File: config.mk
export PLATFORM = sky130hd
export DESIGN_NAME = lcc_regs
export DESIGN_NICKNAME = d
export VERILOG_FILES = /design/src/lcc_pkg.sv /design/src/lcc_exit_time.sv /design/src/lcc_regs.sv
export SDC_FILE = /design/constraint.sdc
export NUM_CORES = 1
export LEC_CHECK = 0
export BUFFER_PORTS_ARGS = -buffer_cell sky130_fd_sc_hd__buf_2
export CELL_PAD_IN_SITES_DETAIL_PLACEMENT = 1
export CELL_PAD_IN_SITES_GLOBAL_PLACEMENT = 2
export CORE_UTILIZATION = 19
export CTS_CLUSTER_SIZE = 20
export DETAILED_ROUTE_END_ITERATION = 6
export PLACE_DENSITY = 0.85
export SLEW_MARGIN = 20
export SYNTH_ARGS = -nofsm -noshare
export SYNTH_HDL_FRONTEND = slang
export SYNTH_SLANG_ARGS = --single-unit
File: constraint.sdc
create_clock -name clk_sys_in -period 3.3 [get_ports clk_sys_in]
set_input_delay 0.33 -clock clk_sys_in [delete_from_list [all_inputs] [get_ports clk_sys_in]]
set_output_delay 0.33 -clock clk_sys_in [all_outputs]
set_load 0.03 [all_outputs]
File: src/lcc_pkg.sv
package lcc_pkg;

  // configuration word offsets (byte addresses)
  localparam logic [7:0] LCC_OFF_LINK_CAP  = 8'h7c;
  localparam logic [7:0] LCC_OFF_LINK_CTRL = 8'h80;

  // fixed fields of the link capabilities word
  localparam logic [7:0] LCC_PORT_NUM       = 8'h00;
  localparam logic [1:0] LCC_CAP_RSVD       = 2'h0;
  localparam logic [0:0] LCC_BW_NOTIFY      = 1'h0;
  localparam logic [0:0] LCC_ACTIVE_REPORT  = 1'h0;
  localparam logic [0:0] LCC_SURPRISE_DOWN  = 1'h0;
  localparam logic [0:0] LCC_REFCLK_PM_CAP  = 1'h1;
  localparam logic [2:0] LCC_L0S_COMMON     = 3'h3;
  localparam logic [2:0] LCC_L0S_SEPARATE   = 3'h4;
  localparam logic [1:0] LCC_ASPM_SUPPORT   = 2'h3;
  localparam logic [5:0] LCC_MAX_WIDTH      = 6'h01;
  localparam logic [3:0] LCC_MAX_RATE       = 4'h1;

  // diagnostic word fields feeding the deep idle exit time
  localparam int LCC_DIAG_A_LSB = 18;
  localparam int LCC_DIAG_B_LSB = 15;

  // general control word fields giving link control reset values
  localparam int LCC_GEN_REFCLK_BIT = 23;
  localparam int LCC_GEN_ASPM_LSB   = 28;

  // link control bit positions
  localparam int LCC_CTL_REFCLK = 8;
  localparam int LCC_CTL_XSYNC  = 7;
  localparam int LCC_CTL_CCC    = 6;
  localparam int LCC_CTL_RCB    = 3;
  localparam int LCC_CTL_ASPM   = 0;

  // byte lanes of a configuration word
  localparam int LCC_BE_LO = 0;
  localparam int LCC_BE_HI = 1;

  // one configuration access, held for a single cycle
  typedef struct packed {
    logic        wr;
    logic        rd;
    logic [7:0]  addr;
    logic [3:0]  be;
    logic [31:0] wdata;
  } lcc_cfg_req_t;

  // writable state of the link control register
  typedef struct packed {
    logic       refclock_power_enable;
    logic       extended_sync;
    logic       common_clock;
    logic       read_boundary;
    logic [1:0] active_power_control;
  } lcc_ctrl_t;

  localparam lcc_ctrl_t LCC_CTRL_RESET = '{default: 1'b0};

endpackage

File: src/lcc_exit_time.sv
`timescale 1ns/1ps
module lcc_exit_time
  import lcc_pkg::*;
(
  input  wire logic        common_clock_in,
  input  wire logic [31:0] diag_reg_in,
  output logic      [2:0]  deep_idle_exit_time_out,
  output logic      [2:0]  standby_exit_time_out
);

  logic [2:0] diag_exit_time_a;
  logic [2:0] diag_exit_time_b;

  // slices of the diagnostic word
  assign diag_exit_time_a = diag_reg_in[LCC_DIAG_A_LSB +: 3];
  assign diag_exit_time_b = diag_reg_in[LCC_DIAG_B_LSB +: 3];

  // kept combinational so a read right after a change sees it
  always_comb begin
    if (common_clock_in) begin
      deep_idle_exit_time_out = diag_exit_time_a;
      standby_exit_time_out   = LCC_L0S_COMMON;
    end else begin
      deep_idle_exit_time_out = diag_exit_time_b;
      standby_exit_time_out   = LCC_L0S_SEPARATE;
    end
  end

endmodule

File: src/lcc_regs.sv
`timescale 1ns/1ps
// Function
// capabilities word at 7Ch, 32-bit read-only, writes change nothing
// port number bits 31:24 always read 00h
// capabilities bits 23:22 reserved, read 00b
// bandwidth notification capability bit 21 fixed 0
// active reporting bit 20 and surprise down bit 19 read 0
// bit 18 fixed 1: reference clock power management supported
// link control bit 6: 1 shared clock, 0 separate clocks
// shared clock: deep idle exit time shows diagnostic bits 20:18
// separate clocks: deep idle exit time shows diagnostic bits 17:15
// shared clock: standby exit time reads 011b
// separate clocks: standby exit time reads 100b
// active power support bits 11:10 read 11b
// max lane width bits 9:4 read 000001b
// max signal rate bits 3:0 read 1h
// link control at 80h, 16 bits, zero reset except 8 and 1:0
// link control bit 8 resets from general control bit 23
// link control bits 1:0 reset from general control bits 29:28
// exit times follow clock bit and diagnostic word without delay
module lcc_regs
  import lcc_pkg::*;
#(
  parameter int ADDR_W = 8
) (
  input  wire logic         clk_sys_in,
  input  wire logic         resetn_in,
  input  wire lcc_cfg_req_t cfg_req_in,
  input  wire logic [31:0]  diag_reg_in,
  input  wire logic [31:0]  gen_ctrl_reg_in,
  input  wire logic [15:0]  link_status_in,
  output logic      [31:0]  cfg_rdata_out,
  output logic              cfg_rvalid_out,
  output logic              cfg_hit_out,
  output logic              refclock_power_enable_out,
  output logic              extended_sync_out,
  output logic              common_clock_out,
  output logic              read_boundary_out,
  output logic      [1:0]   active_power_control_out
);

  // the decoder takes eight address bits and compares bits 7:2
  if (ADDR_W != 8) begin : g_bad_addr
    $error("lcc_regs: ADDR_W must be 8");
  end

  typedef enum logic [1:0] {
    LCC_ST_LOAD = 2'b01,
    LCC_ST_RUN  = 2'b10
  } lcc_state_t;

  lcc_state_t  state_reg;
  lcc_ctrl_t   ctrl_reg;
  lcc_ctrl_t   ctrl_next;
  logic [31:0] rdata_reg;
  logic [31:0] rdata_next;
  logic        rvalid_reg;
  logic        hit_cap;
  logic        hit_ctrl;
  logic [2:0]  deep_idle_exit_time;
  logic [2:0]  standby_exit_time;
  logic [31:0] cap_word;

  // word-aligned decode; the low two address bits pick no lane
  function automatic logic word_hit(input logic [7:0] a,
                                    input logic [7:0] off);
    word_hit = (a[7:2] == off[7:2]);
  endfunction

  // packs the writable state into the 16-bit control layout
  function automatic logic [15:0] ctrl_view(input lcc_ctrl_t c);
    logic [15:0] v;
    v = 16'h0000;
    v[LCC_CTL_REFCLK]      = c.refclock_power_enable;
    v[LCC_CTL_XSYNC]       = c.extended_sync;
    v[LCC_CTL_CCC]         = c.common_clock;
    v[LCC_CTL_RCB]         = c.read_boundary;
    v[LCC_CTL_ASPM +: 2]   = c.active_power_control;
    ctrl_view = v;
  endfunction

  assign hit_cap  = word_hit(cfg_req_in.addr, LCC_OFF_LINK_CAP);
  assign hit_ctrl = word_hit(cfg_req_in.addr, LCC_OFF_LINK_CTRL);

  // exit times recomputed from the live clock selection
  lcc_exit_time u_exit_time (
    .common_clock_in         (ctrl_reg.common_clock),
    .diag_reg_in             (diag_reg_in),
    .deep_idle_exit_time_out (deep_idle_exit_time),
    .standby_exit_time_out   (standby_exit_time)
  );

  // capabilities word is pure wiring of constants and live fields
  assign cap_word = {
    LCC_PORT_NUM,
    LCC_CAP_RSVD,
    LCC_BW_NOTIFY,
    LCC_ACTIVE_REPORT,
    LCC_SURPRISE_DOWN,
    LCC_REFCLK_PM_CAP,
    deep_idle_exit_time,
    standby_exit_time,
    LCC_ASPM_SUPPORT,
    LCC_MAX_WIDTH,
    LCC_MAX_RATE
  };

  // the defaults come from another register, so they are loaded on
  // the first edge after reset release rather than in the reset itself
  always_ff @(posedge clk_sys_in or negedge resetn_in) begin
    if (!resetn_in) begin
      state_reg <= LCC_ST_LOAD;
    end else begin
      state_reg <= LCC_ST_RUN;
    end
  end

  // next value of the writable control bits
  always_comb begin
    ctrl_next = ctrl_reg;
    unique case (state_reg)
      LCC_ST_LOAD: begin
        ctrl_next = LCC_CTRL_RESET;
        ctrl_next.refclock_power_enable =
          gen_ctrl_reg_in[LCC_GEN_REFCLK_BIT];
        ctrl_next.active_power_control =
          gen_ctrl_reg_in[LCC_GEN_ASPM_LSB +: 2];
      end
      LCC_ST_RUN: begin
        // writes to the capabilities word fall through untouched
        if (cfg_req_in.wr && hit_ctrl) begin
          if (cfg_req_in.be[LCC_BE_LO]) begin
            ctrl_next.extended_sync =
              cfg_req_in.wdata[LCC_CTL_XSYNC];
            ctrl_next.common_clock =
              cfg_req_in.wdata[LCC_CTL_CCC];
            ctrl_next.read_boundary =
              cfg_req_in.wdata[LCC_CTL_RCB];
            ctrl_next.active_power_control =
              cfg_req_in.wdata[LCC_CTL_ASPM +: 2];
          end
          if (cfg_req_in.be[LCC_BE_HI]) begin
            ctrl_next.refclock_power_enable =
              cfg_req_in.wdata[LCC_CTL_REFCLK];
          end
        end
      end
      default: ctrl_next = ctrl_reg;
    endcase
  end

  // control bits hold zero while reset is asserted
  always_ff @(posedge clk_sys_in or negedge resetn_in) begin
    if (!resetn_in) begin
      ctrl_reg <= LCC_CTRL_RESET;
    end else begin
      ctrl_reg <= ctrl_next;
    end
  end

  // read mux; the upper half of the control word is status, owned
  // elsewhere and passed straight through
  always_comb begin
    rdata_next = 32'h0000_0000;
    if (hit_cap) begin
      rdata_next = cap_word;
    end else if (hit_ctrl) begin
      rdata_next = {link_status_in, ctrl_view(ctrl_reg)};
    end
  end

  // read data registered; an unmapped word reads zero
  always_ff @(posedge clk_sys_in or negedge resetn_in) begin
    if (!resetn_in) begin
      rdata_reg  <= 32'h0000_0000;
      rvalid_reg <= 1'b0;
    end else begin
      rvalid_reg <= cfg_req_in.rd;
      if (cfg_req_in.rd) begin
        rdata_reg <= rdata_next;
      end
    end
  end

  assign cfg_rdata_out             = rdata_reg;
  assign cfg_rvalid_out            = rvalid_reg;
  assign cfg_hit_out               = hit_cap | hit_ctrl;
  assign refclock_power_enable_out = ctrl_reg.refclock_power_enable;
  assign extended_sync_out         = ctrl_reg.extended_sync;
  assign common_clock_out          = ctrl_reg.common_clock;
  assign read_boundary_out         = ctrl_reg.read_boundary;
  assign active_power_control_out  = ctrl_reg.active_power_control;

  // helper flags for checking: what kind of word the last read was,
  // and the clock selection and diagnostic word it saw
  logic        chk_cap_reg;
  logic        chk_ctrl_reg;
  logic        chk_ccc_reg;
  logic [31:0] chk_diag_reg;

  always_ff @(posedge clk_sys_in or negedge resetn_in) begin
    if (!resetn_in) begin
      chk_cap_reg  <= 1'b0;
      chk_ctrl_reg <= 1'b0;
      chk_ccc_reg  <= 1'b0;
      chk_diag_reg <= 32'h0000_0000;
    end else begin
      chk_cap_reg  <= cfg_req_in.rd && hit_cap;
      chk_ctrl_reg <= cfg_req_in.rd && hit_ctrl;
      chk_ccc_reg  <= ctrl_reg.common_clock;
      chk_diag_reg <= diag_reg_in;
    end
  end
endmodule

* Word level (Yosys, flattened, before mapping)
Index checks and enable logic that the tools add are counted.
** Word-level totals
- Input port bits :: 128
- Logic and storage cells :: 28
- Output and inout port bits :: 40
- Register bits after elaboration :: 41
** Cells by class
- Bitwise logic cells :: 1
- Reduce and logical (&&, ||, !) cells :: 4
- Multiplexer cells :: 8
- Eq/ne operators :: 7
** Operators with widths (number)
- 32-bit two-way mux :: 2
- 6-bit one-hot mux with 2 select lines :: 1
- 6-bit by 5-bit == test with 1-bit output, second input constant :: 1
- 6-bit == test, second input constant :: 1
- 3-bit two-way mux :: 2
- 6-bit two-way mux :: 1
- 2-bit != test, second input constant :: 3
- 3-bit AND reduction :: 2
- 5-bit two-way mux :: 1
- 2-bit by 1-bit == test with 1-bit output, second input constant :: 1
- 2-bit == test, second input constant :: 1
- 2-bit nonzero test :: 1
- 1-bit logical AND :: 1
- 1-bit two-way mux :: 1
- 1-bit OR :: 1

* Depth between registers and ports, before layout
- Depth after elaboration :: 4
- Mapped depth :: 6

* Modules after synthesis
Synthesis repeated with hierarchy kept, for this count alone.
** Unflattened totals
- Cells, all modules :: 179
- Area total of the unflattened synthesis :: 1778.0 um2
** Modules (own cells, without submodules)
- lcc_regs :: area an instance 1725.4 um2, cells an instance 173, sequential area each 902.1 um2, times used 1
- lcc_exit_time :: area an instance 52.6 um2, cells an instance 6, sequential area each 0.0 um2, times used 1

* Worst setup path before layout
OpenSTA, ideal clock, no wires.
- Path type :: input port to output port
- From :: input port cfg_req_in[42] in the netlist's numbering
- To :: output port cfg_hit_out
- Required time :: 2.970 ns
- Data arrival time :: 1.234 ns
- Slack :: 1.736 ns
- Cell stages on the path :: 4
- Cell sequence :: nor4b_2 -> nand2_2 -> buf_2 -> nand2_1
** Between the ends
- Longest elaborated chain between the ends :: 2
- Elaborated cells between the ends (all ways) :: 3
- Those cells by class :: eq/ne: 2; bitwise: 1
** Ends and longest elaborated chain
- start: declaration :: RTL line lcc_regs.sv:28 : input wire lcc_cfg_req_t cfg_req_in,
- 6-bit by 5-bit == test with 1-bit output or 6-bit == test (tied branches) :: RTL line lcc_regs.sv:67 : word_hit = (a[7:2] == off[7:2]);
- 1-bit OR * :: RTL line lcc_regs.sv:187 : assign cfg_hit_out = hit_cap | hit_ctrl;
- end: declaration :: RTL line lcc_regs.sv:34 : output logic cfg_hit_out,
Every way passes the cells marked *; elsewhere a longest branch is shown, timed or not.

* Worst setup path after layout
Ends and elaborated chain as after synthesis.

==> reports/results.txt <==
WS Path Type -> input port to primary output
Slew Limit Fails -> 0
TritonCTS Buffers -> 5
Leakage -> 1.11 nW
Setup TNS -> 0 ns
Sequential element share of the synthesized area -> 0.525
Worst-path maximum fanout -> 19
Clk slew on worst S/H paths -> 0.08 ns
RSZ-0062 raised after global routing -> false
Cell count after placement -> 348
Largest net degree at the start of global routing -> 52
Post-CTS setup buffer count -> 0
Core box area -> 8380 sq um
Vias in the first global route -> 1552
# hold bufs at CTS -> 0
Worst Skew -> 0.00950 ns
Max IR drop VDD -> 0.138 mV
Row count -> 33
H-Tree Depth -> 2
First DRT Iteration DRCs -> 24
Worst reg2reg path depth -> 5
Tcrit/Tclk final -> 0.573
Slew HR -> 0.426
Die ar. -> 9180 sq um
DP HPWL -> 3.44 mm
CP startpoint kind -> input port
Initial Util -> 0.199
Reg-to-Reg End -> read_boundary_out
PostCTS Resize Cnt -> 0
FILL cells -> 1001
Clk root buf -> clkbuf_8
Grt ovf -> 0
Fin cells -> 356
Layout cells sized above 1 -> 0.371
Sw Ratio -> 0.286
Post-Syn Area per Cell -> 9.55 sq um
Power density over the cells -> 406 nW/um^2
First-pass GRT wire length -> 7.56 mm
Final ANT Viol Nets -> 0
Reg2reg setup slack -> 1.71 ns
Yosys warnings -> 0
Post-synthesis register bit count -> 35
Syn Std Cell Area -> 1670 sq um
Setup violations, final -> 0
Ant diodes -> 0
Minimum clock period -> 1.89 ns
Area Overhead vs Synth -> 32.3%
Largest register FFs -> 26
CTS sink count -> 35
Die Ht -> 95.8 um
# DRC -> 0
Post-Synthesis Cells -> 175
Final WL -> 4.70 mm
Via count -> 1532
Initial antenna violation count -> 0
CP Data Required Time -> 2.97 ns
Internal Power -> 0.641 mW
Critical path capture point type -> primary output
Fmax achieved -> 0.529 GHz
PortBufs -> 79
Final Hold Fails -> 0
DRT Pass-1 Iters -> 4
Switch Pwr -> 0.256 mW
Critical path data arrival time -> 1.56 ns
Logic gate share of total power -> 0.151
Least-Margin Pin Slew -> 0.861 ns
Status -> finished, final reports clean
Unique masters post-synth -> 29
Nets -> 380
Routability Congestion -> 0.753
WL/cell -> 13.2 um
Worst-Skew Late Latency -> 0.28 ns
Clock Tree Buf Depth -> 2
Number of vias per cell -> 4.30
Die width -> 95.8 um
Max_cap viols -> 0
Boundary pin count -> 168
Gr usage total -> 0.108
Worst Hold Class -> input port to asynchronous set/reset pin
R2R Path Start -> state_reg[0]
Reg power frac -> 0.508
Total power -> 0.898 mW
TritonCTS clock tree -> yes
Clk network pwr share -> 0.341
## synth_stat cells (all sizes together)
cell type,instances,area [sq um]
a22oi,2,15.0
conb,2,7.51
o211ai,5,37.5
and4b,1,10.0
buf,11,71.3
o31ai,1,7.51
dfrtp,34,851
inv,25,93.8
and4bb,1,12.5
nand4,7,43.8
and3,1,6.26
o22ai,21,131
mux2i,3,30.0
a31oi,4,25.0
nand2,24,92.6
nor2b,2,12.5
clkbuf,4,15.0
dfstp,1,26.3
mux2,3,33.8
nor4b,1,15.0
or4b,1,13.8
nand3,11,55.1
nor2,6,22.5
nand4bb,1,11.3
nand2b,1,6.26
ha,2,25.0
## area by class of cell
cell class / count / area (sq um) / share of cell area
clock buffers: 8 / 80.1 / 0.0362
inverters: 25 / 93.8 / 0.0424
multi-input cells: 103 / 626 / 0.283
flip-flops and latches: 35 / 877 / 0.397
well taps: 105 / 131 / 0.0594
repair buffers: 80 / 403 / 0.182
## metal layers
metal / global-route usage / vias to the layer above / routed length [um]
met1: 0.138 / 730 / 2190
met4: 0.0224 / 0 / 14
met5: 0 / - / 0
met3: 0.0308 / 2 / 275
met2: 0.180 / 55 / 2220
li1: - / 745 / -
## how the worst max path moves through the flow
stage,from,endpoint,cells after the start
after floorplan,cfg_req_in[42],cfg_hit_out,4
after global placement,cfg_req_in[42],cfg_hit_out,6
after detailed placement,cfg_req_in[42],cfg_hit_out,6
after CTS,cfg_req_in[42],cfg_hit_out,6
after global routing,cfg_req_in[42],cfg_hit_out,6
final,cfg_req_in[42],cfg_hit_out,6
## layout by cell type (no fill, tap or decap), drive strengths merged, types with 2 or more instances in the layout
| master | Yosys | routed |
|---|---|---|
| buf | 11 | 80 |
| clkbuf | 4 | 8 |
| mux2i | 3 | 3 |
| inv | 25 | 25 |
| nor2 | 6 | 6 |
| o211ai | 5 | 5 |
| mux2 | 3 | 3 |
| o22ai | 21 | 21 |
| ha | 2 | 2 |
| nand2 | 24 | 24 |
| nor2b | 2 | 2 |
| a22oi | 2 | 2 |
| a31oi | 4 | 4 |
| nand4 | 7 | 7 |
| dfrtp | 34 | 34 |
| nand3 | 11 | 11 |
| conb | 2 | 5 |
## logic make-up after synthesis
group | count (synthesis) | synth area share
mux | 6 | 0.0382
simple gates | 57 | 0.180
buf+inv | 40 | 0.108
flops | 35 | 0.525
fa+ha+maj | 2 | 0.0150
other cells | 2 | 0.00449
compound gates | 33 | 0.129
## power groups by stage
stage	combinational (mW)	clock, mW	sequential (mW)
after floorplan	0.0532	0	0.488
after CTS	0.139	0.324	0.456
after global routing	0.150	0.339	0.458
final	0.136	0.306	0.456
after global placement	0.136	0	0.464
after detailed placement	0.138	0	0.464
## critical path, cell delays in order
cell and delay (ns):
buf_2 0.12, nor4b_2 0.26, buf_4 0.21, nand2_2 0.27
nand2_1 0.17, buf_2 0.21
## through the flow
step	hold WS [ns]	area, sq um	utilization	setup WS, ns
after detailed placement	0.503	2130	0.254	1.35
after CTS	0.177	2210	0.264	1.35
final	0.153	2210	0.264	1.41
after global placement	0.481	2130	0.254	1.36
after floorplan	0.0344	1680	-	1.74
after global routing	0.201	2210	0.264	1.27
No activity file was read; power rests on OpenSTA's default activity.
